--- src/hoc_pkg.sv ---
// Purpose: Shared constants for the reference loop holdover controller
// Assumes: Register offsets are byte addresses on the 8-bit register port
// Notes: Field positions and widths are used by the controller and filter

package hoc_pkg;

   // Register offsets
   localparam logic [7:0] REG_EXIT_CFG = 8'h16;
   localparam logic [7:0] REG_ROUTE = 8'h14;
   localparam logic [7:0] REG_LOCK_TMR = 8'h28;
   localparam logic [7:0] REG_HOLD_CFG = 8'h29;
   localparam logic [7:0] REG_BUF_FIRST = 8'h0a;
   localparam logic [7:0] REG_STATE = 8'h82;

   // Field positions
   localparam int EXIT_CRIT_LSB = 0;
   localparam int EXIT_ACT_LSB = 2;
   localparam int HOLD_DAC_BIT = 2;
   localparam int BUF_EN_BIT = 0;

   // Widths and counts
   localparam int CONV_W = 7;
   localparam int ROUTE_W = 4;
   localparam int NBUF = 5;
   localparam int TMR_W = 5;
   localparam int IMP_W = 3;
   localparam int CNT_W = 32;
   localparam int AVG_SHIFT = 4;
   localparam int ACC_W = CONV_W + AVG_SHIFT;

   // Reset values
   localparam logic [7:0] EXIT_CFG_RST = 8'h00;
   localparam logic [7:0] HOLD_CFG_RST = 8'h00;
   localparam logic [TMR_W-1:0] LOCK_TMR_RST = 5'h0f;
   localparam logic [ROUTE_W-1:0] ROUTE_RST = 4'h0;
   localparam logic [IMP_W-1:0] IMP_LOW = 3'h0;
   localparam logic [IMP_W-1:0] IMP_HIGH = 3'h7;

   // Exit condition and procedure codes
   localparam logic [1:0] CRIT_LOS = 2'h0;
   localparam logic [1:0] CRIT_PHASE = 2'h1;
   localparam logic [1:0] ACT_RESET = 2'h0;
   localparam logic [1:0] ACT_SLIP = 2'h1;
   localparam logic [1:0] ACT_DAC = 2'h3;

   // Loop states, one-hot
   typedef enum logic [7:0] {
      ST_INIT = 8'h01,
      ST_PRELOAD = 8'h02,
      ST_ACQUIRE = 8'h04,
      ST_LOCKED = 8'h08,
      ST_HOLD_ENTRY = 8'h10,
      ST_HOLD = 8'h20,
      ST_EXIT_SLIP = 8'h40,
      ST_EXIT_RELEASE = 8'h80
   } hoc_state_t;

   // Readable state codes
   localparam logic [2:0] CODE_INIT = 3'h0;
   localparam logic [2:0] CODE_PRELOAD = 3'h1;
   localparam logic [2:0] CODE_ACQUIRE = 3'h2;
   localparam logic [2:0] CODE_LOCKED = 3'h3;
   localparam logic [2:0] CODE_HOLD_ENTRY = 3'h4;
   localparam logic [2:0] CODE_HOLD = 3'h5;
   localparam logic [2:0] CODE_EXIT = 3'h6;

endpackage

--- src/hoc_avg_filter.sv ---
// Purpose: Low-pass average of tuning voltage samples
// Assumes: One sample per clock while enabled
// Notes: Holds its value while disabled

`timescale 1ns/1ps
`default_nettype none

module hoc_avg_filter
   import hoc_pkg::*;
(
   // Clock and reset
   input wire logic clk_i,
   input wire logic sys_rst_i,
   // Samples
   input wire logic en_i,
   input wire logic [CONV_W-1:0] sample_i,
   // Average
   output logic [CONV_W-1:0] avg_o
);

   logic [ACC_W-1:0] acc_q;
   logic [ACC_W-1:0] acc_d;

   always_comb
   begin
      acc_d = acc_q;
      if (en_i)
      begin
         acc_d = acc_q - (acc_q >> AVG_SHIFT) + ACC_W'(sample_i);
      end
   end

   always_ff @(posedge clk_i or posedge sys_rst_i)
   begin
      if (sys_rst_i)
      begin
         acc_q <= '0;
      end
      else
      begin
         acc_q <= acc_d;
      end
   end

   assign avg_o = acc_q[ACC_W-1:AVG_SHIFT];

endmodule

`default_nettype wire

--- src/hoc_ctrl.sv ---
// Purpose: Holdover control for the reference cleanup loop
// Assumes: clk_i is the common_rate_clock; all inputs synchronous to it
// Notes: Phase error sensor, signal-missing and slip detection are outside
// Function
// - Large phase error while locked tristates the charge pump at once
// - The same large phase error clears lock detect
// - Charge pump stays tristated throughout holdover
// - DAC mode: converter forces the held value until holdover exit
// - Holdover config bit 2 chooses tristate only or tristate plus DAC
// - Forced value is averaged tuning samples taken only while locked
// - Sensing and driving converter codes are seven bits
// - Exit config register holds exit condition and exit procedure fields
// - Condition 1, procedure 1: leave on no signal loss and low phase error
// - Condition 0, procedure 0: leave on no signal loss by divider reset
// - Condition 0, procedure 3: divider reset then DAC-assisted release
// - Slip procedure keeps pump tristated until slip, then re-engages
// - Divider reset procedure resets dividers and restarts without waiting
// - DAC release starts low impedance, then raises it step by step
// - Buffer enables for four references and oscillator sit at 0x0a..0x0e
// - All control logic runs on the common rate clock
// - Locked loop enters holdover on lock loss, signal loss, or switch
// - Current state always readable as a 3-bit code at 0x82

`timescale 1ns/1ps
`default_nettype none

module hoc_ctrl
   import hoc_pkg::*;
(
   // Clock and reset
   input wire logic clk_i,
   input wire logic sys_rst_i,
   // Register port
   input wire logic [7:0] reg_addr_i,
   input wire logic [7:0] reg_wdata_i,
   input wire logic reg_wr_i,
   output logic [7:0] reg_rdata_o,
   // Loop status inputs
   input wire logic phase_err_large_i,
   input wire logic signal_missing_flag_i,
   input wire logic ref_switch_req_i,
   input wire logic cycle_slip_i,
   input wire logic [CONV_W-1:0] adc_code_i,
   // Loop controls
   output logic charge_pump_tristate_o,
   output logic lock_detect_o,
   output logic dac_force_o,
   output logic [CONV_W-1:0] dac_code_o,
   output logic [IMP_W-1:0] dac_impedance_o,
   output logic divider_reset_o,
   output logic [NBUF-1:0] ref_buffer_enable_o,
   output logic [ROUTE_W-1:0] reference_route_select_o,
   output logic [2:0] loop_state_code_o
);

   hoc_state_t state_q, state_d;
   logic cp_tri_q, cp_tri_d;
   logic lock_q, lock_d;
   logic dac_force_q, dac_force_d;
   logic div_rst_q, div_rst_d;
   logic [IMP_W-1:0] imp_q, imp_d;
   logic [CNT_W-1:0] lock_cnt_q, lock_cnt_d;
   logic [CNT_W-1:0] lock_target;
   logic [7:0] exit_cfg_q, exit_cfg_d;
   logic [7:0] hold_cfg_q, hold_cfg_d;
   logic [TMR_W-1:0] tmr_q, tmr_d;
   logic [ROUTE_W-1:0] route_q, route_d;
   logic [NBUF-1:0] buf_q, buf_d;
   logic [7:0] rdata_q, rdata_d;
   logic [2:0] code_q, code_d;
   logic [CONV_W-1:0] avg_code;
   logic [CONV_W-1:0] dac_code_q, dac_code_d;
   logic [1:0] exit_crit;
   logic [1:0] exit_act;
   logic use_dac;
   logic exit_ok;
   logic ref_ready;

   assign exit_crit = exit_cfg_q[EXIT_CRIT_LSB +: 2];
   assign exit_act = exit_cfg_q[EXIT_ACT_LSB +: 2];
   assign use_dac = hold_cfg_q[HOLD_DAC_BIT];
   assign lock_target = CNT_W'(1) << tmr_q;
   assign ref_ready = |(route_q & buf_q[ROUTE_W-1:0]);
   // Condition 1 also needs low phase error; other codes wait only for signal
   assign exit_ok = !signal_missing_flag_i && !(exit_crit == CRIT_PHASE && phase_err_large_i);

   // Averaging runs only while lock is reported
   hoc_avg_filter u_avg
   (
      .clk_i(clk_i),
      .sys_rst_i(sys_rst_i),
      .en_i(lock_q),
      .sample_i(adc_code_i),
      .avg_o(avg_code)
   );

   // Register writes
   always_comb
   begin
      exit_cfg_d = exit_cfg_q;
      hold_cfg_d = hold_cfg_q;
      tmr_d = tmr_q;
      route_d = route_q;
      if (reg_wr_i)
      begin
         case (reg_addr_i)
            REG_EXIT_CFG: exit_cfg_d = reg_wdata_i;
            REG_HOLD_CFG: hold_cfg_d = reg_wdata_i;
            REG_LOCK_TMR: tmr_d = reg_wdata_i[TMR_W-1:0];
            REG_ROUTE: route_d = reg_wdata_i[ROUTE_W-1:0];
            default: ;
         endcase
      end
   end

   // One buffer-enable register per input
   genvar gi;
   generate
      for (gi = 0; gi < NBUF; gi++)
      begin : g_buf
         always_comb
         begin
            buf_d[gi] = buf_q[gi];
            if (reg_wr_i && reg_addr_i == REG_BUF_FIRST + 8'(gi))
            begin
               buf_d[gi] = reg_wdata_i[BUF_EN_BIT];
            end
         end
      end
   endgenerate

   // Register reads, answered one cycle after the address
   always_comb
   begin
      rdata_d = 8'h00;
      case (reg_addr_i)
         REG_EXIT_CFG: rdata_d = exit_cfg_q;
         REG_HOLD_CFG: rdata_d = hold_cfg_q;
         REG_LOCK_TMR: rdata_d = {3'h0, tmr_q};
         REG_ROUTE: rdata_d = {4'h0, route_q};
         REG_STATE: rdata_d = {5'h0, code_q};
         default:
         begin
            if (reg_addr_i >= REG_BUF_FIRST && reg_addr_i < REG_BUF_FIRST + 8'(NBUF))
            begin
               rdata_d = {7'h00, buf_q[3'(reg_addr_i - REG_BUF_FIRST)]};
            end
         end
      endcase
   end

   // Loop state machine
   always_comb
   begin
      state_d = state_q;
      cp_tri_d = cp_tri_q;
      lock_d = lock_q;
      dac_force_d = dac_force_q;
      div_rst_d = 1'b0;
      imp_d = imp_q;
      lock_cnt_d = lock_cnt_q;
      dac_code_d = dac_code_q;
      case (state_q)
         ST_INIT:
         begin
            state_d = ST_PRELOAD;
         end
         ST_PRELOAD:
         begin
            if (ref_ready)
            begin
               state_d = ST_ACQUIRE;
               cp_tri_d = 1'b0;
               lock_cnt_d = '0;
            end
         end
         ST_ACQUIRE:
         begin
            if (phase_err_large_i)
            begin
               lock_cnt_d = '0;
            end
            else if (lock_cnt_q + CNT_W'(1) >= lock_target)
            begin
               lock_d = 1'b1;
               state_d = ST_LOCKED;
            end
            else
            begin
               lock_cnt_d = lock_cnt_q + CNT_W'(1);
            end
         end
         ST_LOCKED:
         begin
            if (phase_err_large_i || signal_missing_flag_i || ref_switch_req_i)
            begin
               cp_tri_d = 1'b1;
               lock_d = 1'b0;
               state_d = ST_HOLD_ENTRY;
            end
         end
         ST_HOLD_ENTRY:
         begin
            cp_tri_d = 1'b1;
            dac_force_d = use_dac;
            dac_code_d = avg_code;
            state_d = ST_HOLD;
         end
         ST_HOLD:
         begin
            cp_tri_d = 1'b1;
            if (exit_ok)
            begin
               case (exit_act)
                  ACT_SLIP:
                  begin
                     state_d = ST_EXIT_SLIP;
                  end
                  ACT_DAC:
                  begin
                     div_rst_d = 1'b1;
                     cp_tri_d = 1'b0;
                     imp_d = IMP_LOW;
                     state_d = ST_EXIT_RELEASE;
                  end
                  default:
                  begin
                     div_rst_d = 1'b1;
                     cp_tri_d = 1'b0;
                     dac_force_d = 1'b0;
                     lock_cnt_d = '0;
                     state_d = ST_ACQUIRE;
                  end
               endcase
            end
         end
         ST_EXIT_SLIP:
         begin
            if (cycle_slip_i)
            begin
               cp_tri_d = 1'b0;
               dac_force_d = 1'b0;
               lock_cnt_d = '0;
               state_d = ST_ACQUIRE;
            end
         end
         ST_EXIT_RELEASE:
         begin
            if (imp_q == IMP_HIGH)
            begin
               dac_force_d = 1'b0;
               lock_cnt_d = '0;
               state_d = ST_ACQUIRE;
            end
            else
            begin
               imp_d = imp_q + IMP_W'(1);
            end
         end
         default:
         begin
            state_d = ST_INIT;
         end
      endcase
      if (phase_err_large_i)
      begin
         lock_d = 1'b0;
      end
   end

   // State code for readback
   always_comb
   begin
      case (state_d)
         ST_INIT: code_d = CODE_INIT;
         ST_PRELOAD: code_d = CODE_PRELOAD;
         ST_ACQUIRE: code_d = CODE_ACQUIRE;
         ST_LOCKED: code_d = CODE_LOCKED;
         ST_HOLD_ENTRY: code_d = CODE_HOLD_ENTRY;
         ST_HOLD: code_d = CODE_HOLD;
         default: code_d = CODE_EXIT;
      endcase
   end

   always_ff @(posedge clk_i or posedge sys_rst_i)
   begin
      if (sys_rst_i)
      begin
         state_q <= ST_INIT;
         cp_tri_q <= 1'b1;
         lock_q <= 1'b0;
         dac_force_q <= 1'b0;
         div_rst_q <= 1'b0;
         imp_q <= IMP_LOW;
         lock_cnt_q <= '0;
         dac_code_q <= '0;
         exit_cfg_q <= EXIT_CFG_RST;
         hold_cfg_q <= HOLD_CFG_RST;
         tmr_q <= LOCK_TMR_RST;
         route_q <= ROUTE_RST;
         buf_q <= '0;
         rdata_q <= 8'h00;
         code_q <= CODE_INIT;
      end
      else
      begin
         state_q <= state_d;
         cp_tri_q <= cp_tri_d;
         lock_q <= lock_d;
         dac_force_q <= dac_force_d;
         div_rst_q <= div_rst_d;
         imp_q <= imp_d;
         lock_cnt_q <= lock_cnt_d;
         dac_code_q <= dac_code_d;
         exit_cfg_q <= exit_cfg_d;
         hold_cfg_q <= hold_cfg_d;
         tmr_q <= tmr_d;
         route_q <= route_d;
         buf_q <= buf_d;
         rdata_q <= rdata_d;
         code_q <= code_d;
      end
   end

   assign reg_rdata_o = rdata_q;
   assign charge_pump_tristate_o = cp_tri_q;
   assign lock_detect_o = lock_q;
   assign dac_force_o = dac_force_q;
   assign dac_code_o = dac_code_q;
   assign dac_impedance_o = imp_q;
   assign divider_reset_o = div_rst_q;
   assign ref_buffer_enable_o = buf_q;
   assign reference_route_select_o = route_q;
   assign loop_state_code_o = code_q;
endmodule

`default_nettype wire

--- config.mk ---
export PLATFORM = sky130hd
export DESIGN_NAME = hoc_ctrl
export DESIGN_NICKNAME = d
export VERILOG_FILES = /design/src/hoc_pkg.sv /design/src/hoc_avg_filter.sv /design/src/hoc_ctrl.sv
export SDC_FILE = /design/constraint.sdc
export NUM_CORES = 1
export LEC_CHECK = 0
export BUFFER_PORTS_ARGS = -buffer_cell sky130_fd_sc_hd__buf_4
export CORE_ASPECT_RATIO = 0.9
export CORE_UTILIZATION = 62
export CTS_CLUSTER_DIAMETER = 120
export DETAILED_ROUTE_END_ITERATION = 10
export PLACE_DENSITY = 0.92
export SLEW_MARGIN = 20
export SYNTH_ARGS = -nofsm -noshare
export SYNTH_HDL_FRONTEND = slang
export SYNTH_SLANG_ARGS = --single-unit
--- constraint.sdc ---
create_clock -name clk_i -period 10.65 [get_ports clk_i]
set_input_delay 0 -clock clk_i [delete_from_list [all_inputs] [get_ports clk_i]]
set_output_delay 0 -clock clk_i [all_outputs]
set_load 0.01 [all_outputs]
==> impl_metrics.csv <==
group,metric,value,unit
clock_tree,post_cts_buffers,0,
global_route,number_of_global_route_vias_before_repair,5969,
clock_tree,cts.hold.buffers_added,12,
route,avgViaCountPerCell,6.46,
timing,clk_skew,6.46,ps
finish,fin_area,7940,µm²
critical_path,r2r-start,"lock_cnt_q[2]",
pwr,peakVddDrop,0.121,mV
critical_path,slowest_stage_cell_cp,"o2111ai_1",
pwr,standby_leakage_power,3.75,nW
finish,diodes,0,
critical_path,startpoint_type,"register",
clock_tree,clk_latency,350,ps
finish,drive_gt1_share,16.5,%
synthesis,synth.top_cells.by_area,"dfrtp_1 36%, ha_1 8.3%, mux2_2 5.0%",
global_route,grt.met1_usage,40.0,%
global_route,globalRouteOverflowTotal,0,
clock_tree,clock-sinks,106,
global_route,grt_max_degree,85,
critical_path,worstPathCellList,"nand4_1, or4_1, nor3_1, nand3_1, nor2_1, xor2_1, ha_1, nand4_1, or4_1, o2111ai_1, or2_1, a21o_1, a22o_1",
floorplanning,core,10900,µm²
finish,highest_count_cells_in_the_layout_ignoring_fill_and_taps,"100 x dfrtp_1, 85 x nand2_1, 64 x buf_4, 46 x inv_1, 46 x ha_1",
synthesis,synth.lib_cells_used.distinct,71,
global_route,grt_antenna_before_repair,0,
floorplanning,io_pins,64,
floorplanning,dieHeight,102,µm
route,vias,6151,
outcome,failed_checks,"design-rule violations",
job,max_cap_viol_count,0,
critical_path,worst-path-max-fanout,18,
floorplanning,rows,36,
placed_design,placed_cell_area,7480,µm²
synthesis,postSynth.asyncResetShare,100,%
global_route,global_route.peak_usage_layer,"met2",
floorplanning,die_area,11600,µm²
synthesis,syn_area_per_cell,9.41,µm²
critical_path,ff2ff_setup_slack,5130,ps
finish,final_common_cell,"dfrtp_1",
synthesis,synth_largest_area_cell,"dfrtp_1",
finish,layout.nets,878,
critical_path,required,10930,ps
critical_path,critPathMaxStageDelay,810,ps
timing,fin_crit_sh,51.8,%
floorplanning,die_w,114,µm
critical_path,r2r.worst_path.cells,13,
route,route.final.wire_length,17800,µm
min_path,hold_path.class,"input pin to register",
finish,area.growth.synth_to_final,14.1,%
pwr,report.power.total,955,µW
placed_design,portBuffers,63,
global_route,grt_first_pass_wirelength,28700,µm
synthesis,syn-num-nets,822,
clock_tree,post_cts_resized,0,
critical_path,worstPathBufferInverterCount,0,
timing,postLayoutSetupSlackWorst,5130,ps
finish,num-fill-cells,728,
global_route,globalRouteTotalUtil,31.8,%
placed_design,placed_cells,924,
synthesis,synth-edff-count,0,
min_path,holdPathStages,4,
synthesis,postSynthCellCount,739,
clock_tree,ctsRootBufferMaster,"clkbuf_16",
min_path,hold_end,"divider_reset_o",
timing,max_transition_margin,35.0,%
finish,layout.core_utilization,73.1,%
route,detailedRoute.firstPassIterationCount,9,
synthesis,synth_top_area_share,36.0,%
clock_tree,clockBufferDepth,2,
global_route,grt.met3_usage,7.53,%
timing,maxSlewViolCount,0,
synthesis,netlist_area,6950,µm²
route,drc,1,
timing,rsz0062_at_grt,"no",
finish,layout.cells.non_filler,952,
global_route,globalRouteMet2Util,52.0,%
critical_path,timing_worst_setup_path_type,"register to register",
timing,max_slew.worst_pin.slew,973,ps
min_path,holdCritStartpoint,"signal_missing_flag_i",
placed_design,placer_congestion_estimate,0.938,
critical_path,timing.critical_path.to_type,"register",
synthesis,synth.yosys.seq_area_share,38.3,%
pwr,pwr_density_cell,120,nW/µm²
route,drt-wirelength-per-cell,18.7,µm
critical_path,cp.arrival,5800,ps
clock_tree,path_clk_slew,70,ps
placed_design,detailedPlace.worstSlack,5360,ps
timing,hold-worst-slack,26.4,ps
synthesis,yosys_reg_bits,106,
synthesis,ys.flop_type,"dfrtp_1",
clock_tree,number_of_clock_buffers_inserted_by_tritoncts,9,
floorplanning,initial_utilization,64.1,%
timing,setup_violations,0,
placed_design,dp_hpwl,12400,µm
critical_path,timing.critical_path.max_delay_family,"simple AND/OR/NAND/NOR gates",
clock_tree,clock_tree_from_tritoncts,"done",
timing,clock.fmax,0.181,GHz
synthesis,yosys_warnings,0,
critical_path,r2r-end,"lock_cnt_q[9]",
timing,period_minus_slack,5520,ps
route,1st_iter_drt_viols,728,
clock_tree,cts_max_level,3,
timing,hold_viol,0,
timing,setup_tns_final,0,ps
outcome,result_of_the_run,"finished, violations left",
route,drtAntennaViolNets,0,
power by group:
part | total, mW | internal [mW] | switching (mW)
Sequential | 0.437 | 0.421 | 0.0166
Clock | 0.365 | 0.214 | 0.152
Combinational | 0.152 | 0.0647 | 0.0870
Total | 0.955 | 0.699 | 0.255
registers in the layout, summed over array words and instances (netlist names), 5 cells and up:
| signal | flops |
|---|---|
| exit_cfg_q | 8 |
| reg_rdata_o | 8 |
| u_avg.acc_q | 11 |
| dac_code_o | 7 |
| hold_cfg_q | 8 |
| tmr_q | 5 |
| lock_cnt_q | 32 |
| ref_buffer_enable_o | 5 |
| state_q | 8 |
area by class of cell:
class                      count  area (µm²)  share of cell area, %
clock buffer                  11         243                   3.06
clock inverter                 5        85.1                   1.07
inverter                      47         179                   2.25
multi-input combinational    554        3970                   50.0
sequential                   106        2660                   33.5
tap                          152         190                   2.40
timing repair buffer          77         612                   7.71
cells by family (layout without fill, tap and decap cells):
| logic type | Yosys count | after routing | share of synthesized area, % |
|---|---|---|---|
| buf+inv | 79 | 140 | 4.70 |
| fa+ha+maj | 53 | 53 | 10.3 |
| flops | 106 | 106 | 38.3 |
| simple gates | 270 | 270 | 20.6 |
| mux | 34 | 34 | 5.45 |
| xor+xnor | 36 | 36 | 4.53 |
| compound gates | 161 | 161 | 16.2 |
worst reg2reg max path, cell delays in order (launching register included):
cell and delay, ps:
dfrtp_1 460, nand4_1 190, or4_1 660, nor3_1 290, nand3_1 250, nor2_1 300, xor2_1 110, ha_1 320
nand4_1 170, or4_1 540, o2111ai_1 810, or2_1 440, a21o_1 640, a22o_1 270
synthesized netlist by cell type (7+ instances only):
| library cell | n |
|---|---|
| o31ai_1 | 9 |
| nand3_1 | 26 |
| dfrtp_1 | 100 |
| xor2_1 | 11 |
| a21o_1 | 7 |
| mux2_2 | 31 |
| o21ai_0 | 34 |
| nor2_1 | 42 |
| nor3_1 | 16 |
| a22o_1 | 25 |
| nor2b_1 | 9 |
| a21oi_1 | 26 |
| and3_1 | 12 |
| or3_1 | 7 |
| ha_1 | 46 |
| nand2_1 | 85 |
| nand4_1 | 15 |
| clkbuf_1 | 21 |
| o31a_1 | 9 |
| fa_1 | 7 |
| nand2b_1 | 7 |
| inv_1 | 47 |
| xnor2_1 | 25 |
layer usage:
metal  vias up  share of wire [%]
met1      2901                 40
met5         -                  0
met4         0                3.9
met3        86                8.6
met2       382                 47
li1       2782                  -
worst max-delay path by stage:
stage / start / end / slack, ps / cells after the start
final: lock_cnt_q[2] / lock_cnt_q[9] / 5130 / 13
after global routing: lock_cnt_q[2] / lock_cnt_q[0] / 4820 / 13
after CTS: lock_cnt_q[2] / lock_cnt_q[9] / 5270 / 13
after detailed placement: lock_cnt_q[0] / lock_cnt_q[0] / 5360 / 14
after global placement: lock_cnt_q[0] / lock_cnt_q[0] / 5510 / 14
after floorplan: lock_cnt_q[0] / loop_state_code_o[2] / 6580 / 15
(Power assumes the default switching activity.)
